--- src/inc/lcsr_pkg.sv ---
////////////////////////////////////////////////////////////////////////////////
// Shared constants and carriers for the link control and status register slice
package lcsr_pkg;

  // Register offsets on the serial control bus
  localparam logic [7:0] OFS_TARGET  = 8'h07;
  localparam logic [7:0] OFS_ALIAS   = 8'h08;
  localparam logic [7:0] OFS_CRC_LO  = 8'h0A;
  localparam logic [7:0] OFS_CRC_HI  = 8'h0B;
  localparam logic [7:0] OFS_STATUS  = 8'h0C;
  localparam logic [7:0] OFS_PIN0    = 8'h0D;

  // Field positions
  localparam int ADDR_MSB      = 7;   // Address fields sit in bits 7:1
  localparam int ADDR_LSB      = 1;
  localparam int ST_LINK_LOST  = 4;
  localparam int ST_BIST_ERR   = 3;
  localparam int ST_TMDS       = 2;
  localparam int ST_DES_ERR    = 1;
  localparam int ST_LINK_DET   = 0;
  localparam int PIN_VAL_BIT   = 3;
  localparam int PIN_MODE_MSB  = 2;
  localparam int REV_LSB       = 4;

  // Reset values
  localparam logic [6:0] RST_TARGET   = 7'h00;
  localparam logic [6:0] RST_ALIAS    = 7'h00;
  localparam logic       RST_PIN_VAL  = 1'b0;
  localparam logic [2:0] RST_PIN_MODE = 3'h0;
  localparam logic [7:0] RST_RDATA    = 8'h00;

  // Arbitrary revision code, not tied to any real part
  localparam logic [3:0] REVISION_DEFAULT = 4'h0;

  // Pin mode encodings; the low two bits alone pick the function and float modes
  localparam logic [1:0] MODE_LO_FUNC     = 2'h0;
  localparam logic [1:0] MODE_LO_HIZ      = 2'h2;
  localparam logic [2:0] MODE_GPIO_OUT    = 3'h1;
  localparam logic [2:0] MODE_GPIO_IN     = 3'h3;
  localparam logic [2:0] MODE_REMOTE_HOLD = 3'h5;
  localparam logic [2:0] MODE_REMOTE_DEF  = 3'h7;

  // Error counter width
  localparam int CRC_W = 16;

  // Per-port configuration copy
  typedef struct packed {
    logic [6:0] target;
    logic [6:0] alias_id;
    logic       pin_value;
    logic [2:0] pin_mode;
  } lcsr_port_cfg_s;

  // Per-port sticky flags
  typedef struct packed {
    logic link_lost;
    logic bist_err;
    logic des_err;
  } lcsr_port_flags_s;

  // Alias hit: both fields must be non-zero to enable forwarding
  function automatic logic lcsr_alias_hit(input lcsr_port_cfg_s cfg, input logic [6:0] addr);
    lcsr_alias_hit = (cfg.alias_id != 7'h00) && (cfg.target != 7'h00) && (addr == cfg.alias_id);
  endfunction : lcsr_alias_hit

endpackage : lcsr_pkg

--- src/verilog/lcsr_regs.sv ---
`timescale 1ns/1ps
////////////////////////////////////////////////////////////////////////////////
module lcsr_regs #(
  parameter logic [3:0] REVISION_ID = lcsr_pkg::REVISION_DEFAULT, // Arbitrary value
  parameter int         NPORT       = 2
) (
  input  wire logic             CLOCK,
  input  wire logic             RESET_N,
  input  wire logic [7:0]       REG_ADDR,
  input  wire logic [7:0]       REG_WDATA,
  input  wire logic             REG_WR,
  input  wire logic             REG_RD,
  output logic      [7:0]       REG_RDATA,
  output logic                  REG_RVALID,
  input  wire logic             SECOND_PORT_SELECT,
  input  wire logic             CRC_ERR_RESET,
  input  wire logic             TMDS_CLK_DETECT,
  input  wire logic [NPORT-1:0] LINK_DETECT,
  input  wire logic [NPORT-1:0] LINK_LOSS,
  input  wire logic [NPORT-1:0] BACKCHAN_CRC_ERR,
  input  wire logic [NPORT-1:0] BIST_ACTIVE,
  input  wire logic [NPORT-1:0] BIST_RESTART,
  input  wire logic             I2C_ADDR_VALID,
  input  wire logic [6:0]       I2C_ADDR,
  output logic                  REMAP_VALID,
  output logic      [NPORT-1:0] REMAP_PORT_HIT,
  output logic      [NPORT-1:0][6:0] REMAP_ADDR,
  input  wire logic [NPORT-1:0] REMOTE_PIN_VALUE,
  input  wire logic [NPORT-1:0] PIN_ZERO_IN,
  output logic      [NPORT-1:0] PIN_ZERO_OUT,
  output logic      [NPORT-1:0] PIN_ZERO_OE,
  output logic      [NPORT-1:0] PIN_ZERO_SENSE
);

  ////////////////////////////////////////////////////////////////////////////////
  // Per-port state

  lcsr_pkg::lcsr_port_cfg_s   cfg_reg   [NPORT];
  lcsr_pkg::lcsr_port_cfg_s   cfg_next  [NPORT];
  lcsr_pkg::lcsr_port_flags_s flags_reg [NPORT];
  lcsr_pkg::lcsr_port_flags_s flags_next[NPORT];
  logic [lcsr_pkg::CRC_W-1:0] crc_count [NPORT];

  logic       sel_port;
  logic [7:0] rdata_reg;
  logic [7:0] rdata_next;
  logic       rvalid_reg;
  logic       rvalid_next;
  logic       remap_valid_reg;
  logic       remap_valid_next;
  logic [NPORT-1:0]      remap_hit_reg;
  logic [NPORT-1:0]      remap_hit_next;
  logic [NPORT-1:0][6:0] remap_addr_reg;
  logic [NPORT-1:0][6:0] remap_addr_next;

  // Port index chosen by the select control
  assign sel_port = SECOND_PORT_SELECT;

  // True when a register write lands on the given port's copy
  function automatic logic port_write(input logic [7:0] ofs, input int p);
    port_write = REG_WR && (REG_ADDR == ofs) && (sel_port == p[0]);
  endfunction : port_write

  ////////////////////////////////////////////////////////////////////////////////
  // Configuration registers, one copy per port

  always_comb begin
    for (int p = 0; p < NPORT; p++) begin
      cfg_next[p] = cfg_reg[p];
      if (port_write(lcsr_pkg::OFS_TARGET, p)) begin
        cfg_next[p].target = REG_WDATA[lcsr_pkg::ADDR_MSB:lcsr_pkg::ADDR_LSB];
      end
      if (port_write(lcsr_pkg::OFS_ALIAS, p)) begin
        cfg_next[p].alias_id = REG_WDATA[lcsr_pkg::ADDR_MSB:lcsr_pkg::ADDR_LSB];
      end
      if (port_write(lcsr_pkg::OFS_PIN0, p)) begin
        cfg_next[p].pin_value = REG_WDATA[lcsr_pkg::PIN_VAL_BIT];
        cfg_next[p].pin_mode  = REG_WDATA[lcsr_pkg::PIN_MODE_MSB:0];
      end
    end
  end

  // Register stage
  always_ff @(posedge CLOCK or negedge RESET_N) begin
    if (!RESET_N) begin
      for (int p = 0; p < NPORT; p++) begin
        cfg_reg[p].target    <= lcsr_pkg::RST_TARGET;
        cfg_reg[p].alias_id  <= lcsr_pkg::RST_ALIAS;
        cfg_reg[p].pin_value <= lcsr_pkg::RST_PIN_VAL;
        cfg_reg[p].pin_mode  <= lcsr_pkg::RST_PIN_MODE;
      end
    end else begin
      for (int p = 0; p < NPORT; p++) begin
        cfg_reg[p] <= cfg_next[p];
      end
    end
  end

  ////////////////////////////////////////////////////////////////////////////////
  // Sticky flags; a set in the same cycle as a clear wins so no event is lost

  always_comb begin
    for (int p = 0; p < NPORT; p++) begin
      flags_next[p] = flags_reg[p];
      if (CRC_ERR_RESET) begin
        flags_next[p].link_lost = 1'b0;
      end
      if (LINK_LOSS[p]) begin
        flags_next[p].link_lost = 1'b1;
      end
      if (LINK_LOSS[p] || BIST_RESTART[p] || CRC_ERR_RESET) begin
        flags_next[p].bist_err = 1'b0;
      end
      if (BACKCHAN_CRC_ERR[p] && BIST_ACTIVE[p]) begin
        flags_next[p].bist_err = 1'b1;
      end
      if (LINK_LOSS[p] || CRC_ERR_RESET) begin
        flags_next[p].des_err = 1'b0;
      end
      if (BACKCHAN_CRC_ERR[p] && !BIST_ACTIVE[p]) begin
        flags_next[p].des_err = 1'b1;
      end
    end
  end

  // Register stage
  always_ff @(posedge CLOCK or negedge RESET_N) begin
    if (!RESET_N) begin
      for (int p = 0; p < NPORT; p++) begin
        flags_reg[p] <= '0;
      end
    end else begin
      for (int p = 0; p < NPORT; p++) begin
        flags_reg[p] <= flags_next[p];
      end
    end
  end

  ////////////////////////////////////////////////////////////////////////////////
  // Error counters and pin drivers, one per port

  for (genvar g = 0; g < NPORT; g++) begin : g_port
    lcsr_err_count #(
      .WIDTH (lcsr_pkg::CRC_W)
    ) u_count (
      .clk   (CLOCK),
      .rst_n (RESET_N),
      .inc   (BACKCHAN_CRC_ERR[g]),
      .clr   (CRC_ERR_RESET),
      .count (crc_count[g])
    );

    lcsr_pin_drive u_pin (
      .clk          (CLOCK),
      .rst_n        (RESET_N),
      .mode         (cfg_reg[g].pin_mode),
      .out_value    (cfg_reg[g].pin_value),
      .remote_value (REMOTE_PIN_VALUE[g]),
      .link_up      (LINK_DETECT[g]),
      .pad_in       (PIN_ZERO_IN[g]),
      .pad_out      (PIN_ZERO_OUT[g]),
      .pad_oe       (PIN_ZERO_OE[g]),
      .sense        (PIN_ZERO_SENSE[g])
    );
  end

  ////////////////////////////////////////////////////////////////////////////////
  // Read path; reads are free of side effects, unmapped offsets return zero

  always_comb begin
    rvalid_next = REG_RD;
    rdata_next  = rdata_reg;
    if (REG_RD) begin
      unique case (REG_ADDR)
        lcsr_pkg::OFS_TARGET: rdata_next = {cfg_reg[sel_port].target, 1'b0};
        lcsr_pkg::OFS_ALIAS:  rdata_next = {cfg_reg[sel_port].alias_id, 1'b0};
        lcsr_pkg::OFS_CRC_LO: rdata_next = crc_count[sel_port][7:0];
        lcsr_pkg::OFS_CRC_HI: rdata_next = crc_count[sel_port][15:8];
        lcsr_pkg::OFS_STATUS: begin
          rdata_next = 8'h00;
          rdata_next[lcsr_pkg::ST_LINK_LOST] = flags_reg[sel_port].link_lost;
          rdata_next[lcsr_pkg::ST_BIST_ERR]  = flags_reg[sel_port].bist_err;
          rdata_next[lcsr_pkg::ST_TMDS]      = TMDS_CLK_DETECT;
          rdata_next[lcsr_pkg::ST_DES_ERR]   = flags_reg[sel_port].des_err;
          rdata_next[lcsr_pkg::ST_LINK_DET]  = LINK_DETECT[sel_port];
        end
        lcsr_pkg::OFS_PIN0: rdata_next = {REVISION_ID, cfg_reg[sel_port].pin_value,
                                          cfg_reg[sel_port].pin_mode};
        default: rdata_next = 8'h00;
      endcase
    end
  end

  // Register stage
  always_ff @(posedge CLOCK or negedge RESET_N) begin
    if (!RESET_N) begin
      rdata_reg  <= lcsr_pkg::RST_RDATA;
      rvalid_reg <= 1'b0;
    end else begin
      rdata_reg  <= rdata_next;
      rvalid_reg <= rvalid_next;
    end
  end

  assign REG_RDATA  = rdata_reg;
  assign REG_RVALID = rvalid_reg;

  ////////////////////////////////////////////////////////////////////////////////
  // Alias remapping of local transactions; each port is checked on its own

  always_comb begin
    remap_valid_next = I2C_ADDR_VALID;
    remap_hit_next   = '0;
    remap_addr_next  = remap_addr_reg;
    if (I2C_ADDR_VALID) begin
      for (int p = 0; p < NPORT; p++) begin
        remap_hit_next[p]  = lcsr_pkg::lcsr_alias_hit(cfg_reg[p], I2C_ADDR);
        remap_addr_next[p] = remap_hit_next[p] ? cfg_reg[p].target : I2C_ADDR;
      end
    end
  end

  // Register stage
  always_ff @(posedge CLOCK or negedge RESET_N) begin
    if (!RESET_N) begin
      remap_valid_reg <= 1'b0;
      remap_hit_reg   <= '0;
      remap_addr_reg  <= '0;
    end else begin
      remap_valid_reg <= remap_valid_next;
      remap_hit_reg   <= remap_hit_next;
      remap_addr_reg  <= remap_addr_next;
    end
  end

  assign REMAP_VALID    = remap_valid_reg;
  assign REMAP_PORT_HIT = remap_hit_reg;
  assign REMAP_ADDR     = remap_addr_reg;
endmodule : lcsr_regs

--- src/verilog/lcsr_err_count.sv ---
`timescale 1ns/1ps
////////////////////////////////////////////////////////////////////////////////
// Saturating error counter with synchronous clear
module lcsr_err_count #(
  parameter int WIDTH = lcsr_pkg::CRC_W
) (
  input  wire logic             clk,
  input  wire logic             rst_n,
  input  wire logic             inc,
  input  wire logic             clr,
  output logic      [WIDTH-1:0] count
);

  localparam logic [WIDTH-1:0] MAX = {WIDTH{1'b1}};

  logic [WIDTH-1:0] count_reg;
  logic [WIDTH-1:0] count_next;

  // An error in the clear cycle still counts, so no event is lost
  always_comb begin
    count_next = count_reg;
    if (clr) begin
      count_next = '0;
    end
    if (inc) begin
      if (clr) begin
        count_next = {{(WIDTH-1){1'b0}}, 1'b1};
      end else if (count_reg != MAX) begin
        count_next = count_reg + {{(WIDTH-1){1'b0}}, 1'b1};
      end
    end
  end

  // Register stage
  always_ff @(posedge clk or negedge rst_n) begin
    if (!rst_n) begin
      count_reg <= '0;
    end else begin
      count_reg <= count_next;
    end
  end

  assign count = count_reg;
endmodule : lcsr_err_count

--- src/verilog/lcsr_pin_drive.sv ---
`timescale 1ns/1ps
////////////////////////////////////////////////////////////////////////////////
// Pin zero driver for one port, outputs registered
module lcsr_pin_drive (
  input  wire logic       clk,
  input  wire logic       rst_n,
  input  wire logic [2:0] mode,
  input  wire logic       out_value,
  input  wire logic       remote_value,
  input  wire logic       link_up,
  input  wire logic       pad_in,
  output logic            pad_out,
  output logic            pad_oe,
  output logic            sense
);

  logic out_reg, out_next;
  logic oe_reg, oe_next;
  logic sense_reg, sense_next;
  logic hold_reg, hold_next;

  // Mode decode; remote hold keeps the last value seen while the link was up
  always_comb begin
    out_next   = 1'b0;
    oe_next    = 1'b0;
    sense_next = sense_reg;
    hold_next  = link_up ? remote_value : hold_reg;
    if (mode[1:0] == lcsr_pkg::MODE_LO_FUNC || mode == lcsr_pkg::MODE_GPIO_IN) begin
      sense_next = pad_in;
    end else if (mode[1:0] == lcsr_pkg::MODE_LO_HIZ) begin
      oe_next = 1'b0;
    end else if (mode == lcsr_pkg::MODE_GPIO_OUT) begin
      oe_next  = 1'b1;
      out_next = out_value;
    end else if (mode == lcsr_pkg::MODE_REMOTE_HOLD) begin
      oe_next  = 1'b1;
      out_next = link_up ? remote_value : hold_reg;
    end else begin
      oe_next  = 1'b1;
      out_next = link_up ? remote_value : out_value;
    end
  end

  // Register stage
  always_ff @(posedge clk or negedge rst_n) begin
    if (!rst_n) begin
      out_reg   <= 1'b0;
      oe_reg    <= 1'b0;
      sense_reg <= 1'b0;
      hold_reg  <= 1'b0;
    end else begin
      out_reg   <= out_next;
      oe_reg    <= oe_next;
      sense_reg <= sense_next;
      hold_reg  <= hold_next;
    end
  end

  assign pad_out = out_reg;
  assign pad_oe  = oe_reg;
  assign sense   = sense_reg;
endmodule : lcsr_pin_drive

--- config.mk ---
export PLATFORM = sky130hd
export DESIGN_NAME = lcsr_regs
export DESIGN_NICKNAME = d
export VERILOG_FILES = /design/src/inc/lcsr_pkg.sv /design/src/verilog/lcsr_regs.sv /design/src/verilog/lcsr_err_count.sv /design/src/verilog/lcsr_pin_drive.sv
export SDC_FILE = /design/constraint.sdc
export NUM_CORES = 1
export LEC_CHECK = 0
export BUFFER_PORTS_ARGS = -buffer_cell sky130_fd_sc_hd__clkbuf_2
export CELL_PAD_IN_SITES_DETAIL_PLACEMENT = 0
export CELL_PAD_IN_SITES_GLOBAL_PLACEMENT = 1
export CORE_UTILIZATION = 30
export CTS_CLUSTER_DIAMETER = 50
export DETAILED_ROUTE_END_ITERATION = 16
export GPL_TIMING_DRIVEN = 0
export PLACE_DENSITY = 0.6
export SETUP_SLACK_MARGIN = 0.3
export SLEW_MARGIN = 25
export SYNTH_ARGS = -nofsm -noshare
export SYNTH_HDL_FRONTEND = slang
export SYNTH_SLANG_ARGS = --single-unit
--- constraint.sdc ---
create_clock -name CLOCK -period 2.8 [get_ports CLOCK]
set_clock_uncertainty 0.05 [all_clocks]
set_input_delay 0.14 -clock CLOCK [delete_from_list [all_inputs] [get_ports CLOCK]]
set_output_delay 0.14 -clock CLOCK [all_outputs]
set_load 0.05 [all_outputs]
==> results by group, run 1 <==
Floorplan
  – Total die area: 0.0210 mm²
  – CORE AREA: 0.0197 mm²
  – Rows: 51
  – IO Count: 77
  – Die Width: 145 µm
  – Chip Height: 145 µm
  – Effective utilization at floorplan: 0.311

CTS
  – Clock transition at path regs: 70 ps
  – Max clock buf depth: 2
  – Clock sink count: 108
  – Clk_lat worst skew: 360 ps
  – Clk root buf: clkbuf_16
  – H-tree levels: 3
  – Num CTS Buffers: 9
  – TritonCTS clock tree: built

Global routing
  – Overflow after GRT: 0
  – Initial antenna violation count: 0
  – Total GRT Usage: 0.175
  – Largest net degree at the start of global routing: 84
  – Vias in the first global route: 5083
  – First-pass GRT wire length: 28.7 mm

Timing
  – Final min period: 2040 ps
  – Slew Limit Fails: 0
  – RSZ-0062 raised after global routing: no
  – Worst Tran Pin Value: 577 ps
  – Final hold violation count: 0
  – Worst slew margin: 0.616
  – Fmax: 0.491 GHz
  – # setup viols final: 0
  – Worst hold slack: 8.85 ps
  – Final period utilization: 0.728
  – Worst setup margin: 762 ps

Synthesis
  – Syn Nets: 647
  – Post-Syn Area: 0.00613 mm²
  – Async S/R FF share, synth: 1.00
  – Register bit count reported by yosys: 108
  – Yosys warning total: 0
  – Post-Syn Area per Cell: 10.2 µm²
  – Number of flops mapped to enable cells by yosys: 0
  – Synth cell types: 57
  – Post-Synthesis Cells: 600
  – Primary FF master, synth: dfrtp_1
  – Sequential fraction of the synthesis area: 0.441

Hold path
  – Sink of the worst hold path: cfg_reg[15]
  – Min-Delay Path Class: in -> reg
  – Hold Startpoint: REG_WDATA[5]
  – Worst Hold Path Cells: 2

Pwr
  – Pwr Density: 485 mW/mm²
  – Peak VDD IR: 0.255 mV
  – Pwr Total: 3550 µW
  – Pleak: 0.00313 µW

Drt
  – ANT nets after route: 0
  – Final wirelength: 17.8 mm
  – DRC errors left: 0
  – Initial DRC count: 324
  – Via count: 5208
  – Vias per cell: 5.38
  – Wire per inst: 18.4 µm
  – First-pass DRT Iterations: 5

Setup path
  – Crit path DAT: 2240 ps
  – Critical path class: reg -> reg
  – CP bufs+invs: 0
  – CP Max Fanout: 6
  – CP delay by family, top: simple AND/OR/NAND/NOR gates
  – Worst path cell trace: ha_1 -> and4_4 -> nand3_1 -> nor4_1 -> mux2_2
  – Slowest stage cell, crit path: dfrtp_1
  – Critical path launch point type: flip-flop
  – Crit path required time: 3000 ps
  – Reg2Reg Depth: 5
  – Slowest stage delay, CP: 480 ps
  – Worst flop-to-flop path endpoint: g_port[0].u_count.count[8]
  – Reg-to-Reg Start: g_port[0].u_count.count[0]
  – Crit end category: flip-flop
  – R2r setup slk: 760 ps

Outcome
  – Status: finished, final reports clean

Layout
  – Most frequent cells in the layout: dfrtp_1, clkbuf_2, nand2_1, mux2_2, a21oi_1
  – Commonest non-fill, non-tap cell in the layout: dfrtp_1
  – Final #Nets: 746
  – Fillers: 2007
  – Max reg flops: 36
  – N_diodes: 0
  – Share of layout cells above drive strength 1: 0.245
  – Synthesis-to-finish area growth: 19.3%

Placed design
  – GPL Wtd Cong: 0.793
  – Pre-CTS setup slack: 796 ps
  – Final HPWL from detailed placement: 13.2 mm
  – I/O Buffers: 73

Run
  – Max Cap Viol: 0
cell usage after synthesis, types with 3 or more instances:
| library cell | n | area (µm²) |
|---|---|---|
| a21oi_1 | 27 | 135 |
| a22oi_1 | 4 | 30.0 |
| a31oi_1 | 15 | 93.8 |
| and3_1 | 6 | 37.5 |
| and4_1 | 3 | 26.3 |
| buf_2 | 9 | 45.0 |
| buf_4 | 12 | 90.1 |
| buf_6 | 3 | 33.8 |
| clkbuf_1 | 11 | 41.3 |
| dfrtp_1 | 108 | 2700 |
| inv_1 | 21 | 78.8 |
| mux2_2 | 39 | 439 |
| mux2i_1 | 26 | 260 |
| mux4_2 | 6 | 135 |
| nand2_1 | 50 | 188 |
| nand2b_1 | 8 | 50.1 |
| nand3_1 | 17 | 85.1 |
| nand3b_1 | 7 | 52.6 |
| nand4_1 | 23 | 144 |
| nor2_1 | 14 | 52.6 |
| nor2b_1 | 17 | 106 |
| nor3_1 | 14 | 70.1 |
| nor3b_1 | 3 | 22.5 |
| nor4_1 | 22 | 138 |
| nor4_4 | 3 | 63.8 |
| o211ai_1 | 18 | 135 |
| o21ai_0 | 16 | 80.1 |
| o221ai_1 | 3 | 26.3 |
| o22ai_1 | 16 | 100 |
| o311ai_0 | 5 | 43.8 |
| o31ai_1 | 10 | 75.1 |
| o41ai_1 | 4 | 35.0 |
| or2_2 | 3 | 18.8 |
| or3_1 | 6 | 37.5 |
| or4_1 | 10 | 75.1 |
| xor2_1 | 14 | 123 |
stage by stage:
step                std cells  setup TNS [ps]  utilization  cell area (µm²)
floorplan                 600               0            -             6130
global placement          938           -4620        0.346             6830
detailed placement        939               0        0.348             6870
CTS                       968               0        0.371             7320
global route              968               0        0.371             7320
finish                    968               0        0.371             7320
routing by layer:
layer	global-route usage	share of wire
met1	0.229	0.45
met2	0.288	0.49
met3	0.0390	0.044
met4	0.0500	0.017
met5	0	0
timing repair:
item | CTS | global route
resized for setup | 0 | 0
hold buffers | 14 | 0
setup endpoints to repair | 0 | 0
setup buffers | 0 | 0
hold endpoints to repair | 95 | 0
cells by family after synthesis:
group | after synthesis | synth area share
buffers and inverters | 57 | 0.0477
xor gates and xnor gates | 14 | 0.0200
muxes | 71 | 0.136
DFF | 108 | 0.441
and+or+nand+nor | 220 | 0.215
AOI/OAI and AO/OA | 128 | 0.136
adders and majority gates | 2 | 0.00408
final cells by class:
| cell class | count | area (µm²) | share of cell area |
|---|---|---|---|
| inverters | 22 | 82.6 | 0.0113 |
| clock buffers | 9 | 225 | 0.0308 |
| well taps | 265 | 332 | 0.0453 |
| multi-input cells | 435 | 3140 | 0.429 |
| plain buffers | 35 | 210 | 0.0287 |
| clock inverters | 6 | 87.6 | 0.0120 |
| repair buffers | 88 | 542 | 0.0740 |
| flip-flops and latches | 108 | 2700 | 0.369 |
power by group:
part	internal, µW	switching [µW]
sequential	1610	49.9
combinational	167	333
clock	781	606
worst max-delay path by stage:
| stage | startpoint | endpoint | slack, ps | depth (start not counted) |
|---|---|---|---|---|
| global route | g_port[1].u_count.count[0] | g_port[1].u_count.count[14] | 560 | 5 |
| global placement | RESET_N | flags_reg[4] | -50 | 1 |
| finish | g_port[0].u_count.count[0] | g_port[0].u_count.count[8] | 760 | 5 |
| CTS | g_port[0].u_count.count[0] | g_port[0].u_count.count[8] | 790 | 5 |
| floorplan | g_port[0].u_count.count[0] | g_port[0].u_count.count[9] | 970 | 6 |
| detailed placement | g_port[0].u_count.count[0] | g_port[0].u_count.count[8] | 800 | 5 |
(Power assumes the default switching activity.)
==> run 2, diff against run 1 <==
==> constraint.sdc (replaced) <==
create_clock -name CLOCK -period 2.1 [get_ports CLOCK]
set_clock_uncertainty 0.05 [all_clocks]
set_input_delay 0.105 -clock CLOCK [delete_from_list [all_inputs] [get_ports CLOCK]]
set_output_delay 0.105 -clock CLOCK [all_outputs]
set_load 0.05 [all_outputs]
==> run 2 against run 1 <==
Clock power grew 22%. Global-route usage is essentially flat. Sequential power grew 34%. Routed wire length grew 2.0%. Cell count grew 2.1%. Hold slack gained 2.6 ps. Non-clock buffer count grew 19. Register-to-register slack lost 430 ps. Fmax grew 15%. Utilization grew 1.5 points. Clock-buffer cell count grew 2. Via count grew 0.65%.
==> results by group, run 2 (synthesis results as in run 1) <==
Drt
  – DRC errors left: 0
  – Initial DRC count: 363
  – Via count: 5242
  – Vias per cell: 5.31
  – Final wirelength: 18.1 mm
  – ANT nets after route: 0
  – First-pass DRT Iterations: 5
  – Wire per inst: 18.4 µm

Global routing
  – Largest net degree at the start of global routing: 65
  – Vias in the first global route: 5156
  – Overflow after GRT: 0
  – First-pass GRT wire length: 28.9 mm
  – Total GRT Usage: 0.175
  – Initial antenna violation count: 0

Setup path
  – Crit path required time: 2270 ps
  – Slowest stage cell, crit path: dfrtp_2
  – Crit end category: flip-flop
  – Critical path launch point type: flip-flop
  – Crit path DAT: 1940 ps
  – Slowest stage delay, CP: 430 ps
  – Critical path class: reg -> reg
  – Worst path cell trace: ha_4 -> and3_4 -> and4bb_4 -> buf_6 -> clkbuf_4 -> o31ai_1 -> a21oi_1
  – CP Max Fanout: 10
  – Reg2Reg Depth: 7

Placed design
  – DP Cell Count: 939
  – I/O Buffers: 73
  – Pre-CTS setup slack: 75.5 ps
  – GPL Wtd Cong: 0.821
  – Final HPWL from detailed placement: 13.4 mm

Layout
  – Synthesis-to-finish area growth: 24.0%
  – Max reg flops: 36
  – Share of layout cells above drive strength 1: 0.308
  – Commonest non-fill, non-tap cell in the layout: dfrtp_1
  – Non-Filler Instances: 988
  – N_diodes: 0
  – Final #Nets: 765
  – Most frequent cells in the layout: dfrtp_1, clkbuf_2, nand2_1, mux2_2, buf_4
  – Fillers: 2010

Floorplan
  – Effective utilization at floorplan: 0.311
  – Chip Height: 145 µm
  – Rows: 51
  – Die Width: 145 µm
  – Total die area: 0.0210 mm²
  – CORE AREA: 0.0197 mm²
  – IO Count: 77

Hold path
  – Min-Delay Path Class: in -> reg
  – Worst Hold Path Cells: 3

Timing
  – Worst slew margin: 0.603
  – # setup viols final: 0
  – Worst Tran Pin Value: 596 ps
  – Final period utilization: 0.842
  – Setup TNS Final: 0 ps
  – Final min period: 1770 ps
  – Final hold violation count: 0
  – RSZ-0062 raised after global routing: yes
  – Slew Limit Fails: 0
  – Fmax: 0.566 GHz
  – Worst setup margin: 332 ps

Outcome
  – Status: finished, final reports clean

CTS
  – TritonCTS clock tree: built
  – Clock sink count: 108
  – Clk_lat worst skew: 360 ps
  – H-tree levels: 3
  – Num CTS Buffers: 9
  – Max clock buf depth: 2
  – Clk root buf: clkbuf_16
  – Clock transition at path regs: 70 ps

Pwr
  – Pleak: 0.00323 µW
  – Pwr Density: 606 mW/mm²
  – Peak VDD IR: 0.381 mV

Run
  – Max Cap Viol: 0
==> run 2: changes by cell type in the layout (fill, tap and decap cells not counted), moves of 3 or more <==
cell           delta
xor2_1            -3
dfrtp_1          -17
xor2_2            +3
dlygate4sd3_1     +4
o311ai_0          -3
nor4_1            -3
dfrtp_2          +17
o311ai_1          +3
buf_4            +15
nor4_4            +3
==> run 2: power by group <==
| group | leakage (µW) | total, µW | switching (µW) | internal (µW) |
|---|---|---|---|---|
| Combinational | 0.00169 | 703 | 458 | 246 |
| Sequential | 0.00141 | 2220 | 63.8 | 2150 |
| Clock | 0.000134 | 1690 | 835 | 854 |
| Total | 0.00323 | 4610 | 1360 | 3250 |
==> run 2: path summary, 6_finish.rpt <==
| kind | from | to | slack, ps |
|---|---|---|---|
| min in group asynchronous | RESET_N | g_port[0].u_pin.sense | 200 |
| setup reg to reg | g_port[0].u_count.count[0] | g_port[0].u_count.count[3] | 330 |
| max in group asynchronous | RESET_N | g_port[1].u_count.count[0] | 1120 |
| setup / recovery | g_port[0].u_count.count[0] | g_port[0].u_count.count[3] | 330 |
| hold / removal | BIST_RESTART[1] | flags_reg[1] | 10 |
| hold reg to reg | g_port[0].u_pin.hold_reg | g_port[0].u_pin.hold_reg | 430 |
==> run 2: area by class of cell <==
type                    count  area [µm²]  area share
plain buffers              35         218      0.0286
clock buffers              11         243      0.0319
clock inverters             5        43.8     0.00576
inverters                  22        82.6      0.0109
multi-input cells         435        3270       0.430
flip-flops and latches    108        2720       0.358
well taps                 265         332      0.0436
repair buffers            107         692      0.0910
==> run 2: per-stage QoR <==
step / total power (µW) / util / hold WS (ps) / area (µm²)
4_1_cts: 4660 / 0.377 / 6.47 / 7430
3_3_place_gp: 2890 / 0.346 / 194 / 6830
6_report: 4610 / 0.386 / 11.4 / 7600
2_1_floorplan: 2650 / - / -241 / 6130
3_5_place_dp: 2910 / 0.348 / 31.9 / 6870
5_1_grt: 4820 / 0.386 / 9.43 / 7600
==> run 2: what timing repair did <==
item / CTS / global route
gates cloned: 1 / 0
buffers inserted: 6 / 8
hold buffers: 18 / 0
resized for setup: 9 / 38
endpoints found under the setup margin: 22 / 41
pin swaps: 4 / 16
endpoints found under the hold margin: 66 / 0
==> run 2: layer usage <==
metal,global-route usage,vias up,share of wire
met2,0.293,115,0.49
met3,0.0340,15,0.041
met1,0.232,2588,0.45
met4,0.0410,0,0.011
li1,-,2524,-
met5,0,-,0
==> run 2: worst max-delay path: cells and delay by family, from the launching register on <==
kind            cells  cell delay [ps]
compound gates      2              300
fa+ha+maj           1              170
flops               1              430
buf+inv             2              320
simple gates        2              350
==> run 3, diff against run 2 <==
--- a/config.mk
+++ b/config.mk
@@ -12,7 +12,7 @@
 export CTS_CLUSTER_DIAMETER = 50
 export DETAILED_ROUTE_END_ITERATION = 16
 export GPL_TIMING_DRIVEN = 0
-export PLACE_DENSITY = 0.6
+export PLACE_DENSITY = 0.62
 export SETUP_SLACK_MARGIN = 0.3
 export SLEW_MARGIN = 25
 export SYNTH_ARGS = -nofsm -noshare
==> constraint.sdc (replaced) <==
create_clock -name CLOCK -period 1.5 [get_ports CLOCK]
set_clock_uncertainty 0.05 [all_clocks]
set_input_delay 0.075 -clock CLOCK [delete_from_list [all_inputs] [get_ports CLOCK]]
set_output_delay 0.075 -clock CLOCK [all_outputs]
set_load 0.05 [all_outputs]
==> run 3 against run 2 <==
The flow now finishes with violations (setup timing). Fmax barely moved. Cell count rose by 7.4%. First-iteration DRC count fell by 8.3%. Power rose by 51%. Hold slack improved by 9.2 ps.
==> results by group, run 3 (synthesis results as in run 1) <==
Layout
  – Synthesis-to-finish area growth: 48.6%
  – Max reg flops: 36
  – Final core utilization: 0.462
  – Most frequent cells in the layout: buf_4, dfrtp_1, clkbuf_2, nand2_1, mux2_2
  – Non-Filler Instances: 1061
  – Commonest non-fill, non-tap cell in the layout: buf_4
  – Final #Nets: 838
  – Share of layout cells above drive strength 1: 0.487
  – N_diodes: 0

Floorplan
  – CORE AREA: 0.0197 mm²
  – Rows: 51
  – Effective utilization at floorplan: 0.311
  – Total die area: 0.0210 mm²
  – IO Count: 77
  – Chip Height: 145 µm
  – Die Width: 145 µm

Hold path
  – Sink of the worst hold path: cfg_reg[20]
  – Hold Startpoint: REG_WDATA[2]
  – Min-Delay Path Class: in -> reg
  – Worst Hold Path Cells: 2

Placed design
  – I/O Buffers: 73
  – Final HPWL from detailed placement: 13.6 mm
  – GPL Wtd Cong: 0.813
  – Pre-CTS setup slack: -414 ps
  – DP Cell Count: 939

Pwr
  – Pleak: 0.00379 µW
  – Peak VDD IR: 0.585 mV
  – Pwr Density: 766 mW/mm²

Drt
  – Vias per cell: 5.37
  – First-pass DRT Iterations: 4
  – Final wirelength: 20.2 mm
  – Wire per inst: 19.1 µm
  – ANT nets after route: 0
  – DRC errors left: 0
  – Initial DRC count: 333
  – Via count: 5694

Setup path
  – Reg-to-Reg Start: g_port[0].u_count.count[1]
  – Crit end category: flip-flop
  – Worst flop-to-flop path endpoint: g_port[0].u_count.count[3]
  – Critical path launch point type: flip-flop
  – Critical path class: reg -> reg
  – R2r setup slk: -270 ps
  – Reg2Reg Depth: 6
  – Crit path DAT: 2010 ps
  – Crit path required time: 1740 ps
  – CP Max Fanout: 9

CTS
  – Clock transition at path regs: 80 ps
  – TritonCTS clock tree: built
  – Clk_lat worst skew: 360 ps
  – H-tree levels: 3
  – Clk root buf: clkbuf_16
  – Clock sink count: 108
  – Max clock buf depth: 2
  – Num CTS Buffers: 9

Timing
  – Final period utilization: 1.18
  – Final min period: 1770 ps
  – RSZ-0062 raised after global routing: yes
  – Slew Limit Fails: 0
  – Final hold violation count: 0
  – Worst Tran Pin Value: 839 ps
  – Worst slew margin: 0.441
  – Fmax: 0.566 GHz
  – Worst setup margin: -267 ps
  – # setup viols final: 52
  – Setup TNS Final: -6260 ps

Global routing
  – Total GRT Usage: 0.189
  – Overflow after GRT: 0
  – Initial antenna violation count: 0
  – First-pass GRT wire length: 31.4 mm
  – Largest net degree at the start of global routing: 60
  – Vias in the first global route: 5740

Outcome
  – Failing checks: setup timing
  – Status: finished with violations

Run
  – Max Cap Viol: 0
run 3: changes by cell type in the layout (fill, tap and decap cells not counted), sizes merged:
cell	delta
buf	+75
bufinv	+1
dlygate4sd3	+3
clkinv	+1
inv	+1
clkbuf	-9
dlymetal6s4s	+2
clkinvlp	-1
run 3: worst max path at each step:
stage / from / to
final: g_port[0].u_count.count[1] / g_port[0].u_count.count[3]
after global routing: g_port[0].u_count.count[1] / g_port[0].u_count.count[3]
after CTS: g_port[0].u_count.count[0] / g_port[0].u_count.count[7]
after detailed placement: g_port[0].u_count.count[0] / g_port[0].u_count.count[8]
after global placement: RESET_N / g_port[1].u_count.count[6]
after floorplan: g_port[0].u_count.count[0] / g_port[0].u_count.count[8]
run 3: repair_timing:
| item | in CTS | in global routing |
|---|---|---|
| setup endpoints to repair | 63 | 80 |
| hold buffers | 23 | 0 |
| pin swaps | 49 | 40 |
| gates cloned | 0 | 0 |
| hold endpoints to repair | 94 | 0 |
| gates resized for setup | 85 | 88 |
| setup buffers | 61 | 22 |
run 3: area by class of cell:
class                           count  area [µm²]
Clock inverter                      7        93.8
Clock buffer                        9         225
Buffer                             35         299
Multi-Input combinational cell    435        3970
Inverter                           22        85.1
Sequential cell                   108        2750
Timing Repair Buffer              180        1360
Tap cell                          265         332
Fill cell                        1840       10600
run 3: metal layers:
metal | global-route usage | part of all wire | up-vias
met1 | 0.242 | 0.43 | 2878
met3 | 0.0399 | 0.035 | 40
li1 | - | - | 2665
met4 | 0.0628 | 0.030 | 0
met5 | 0 | 0 | -
met2 | 0.317 | 0.50 | 111
run 3: stage by stage:
step | instance area [µm²] | hold slack [ps] | total power, µW
after CTS | 8520 | 1.85 | 6930
after global routing | 9110 | 10.5 | 7240
after detailed placement | 7160 | 49.8 | 4120
after floorplan | 6430 | -271 | 3750
final | 9110 | 20.6 | 6980
after global placement | 7130 | 163 | 4090
run 3: worst max-delay path, cell delays in order (launching register included):
cell and delay [ps]:
dfrtp_1 420, ha_4 180, and3_4 160, and4bb_4 200, buf_8 130, or4_4 420
a21oi_2 140
run 3: where the power goes:
group          leakage, µW  total, µW  internal, µW  switching [µW]
Clock             0.000153       2580          1340            1240
Sequential         0.00138       3110          3010            90.9
Combinational      0.00225       1290           521             771
Total              0.00379       6980          4880            2100
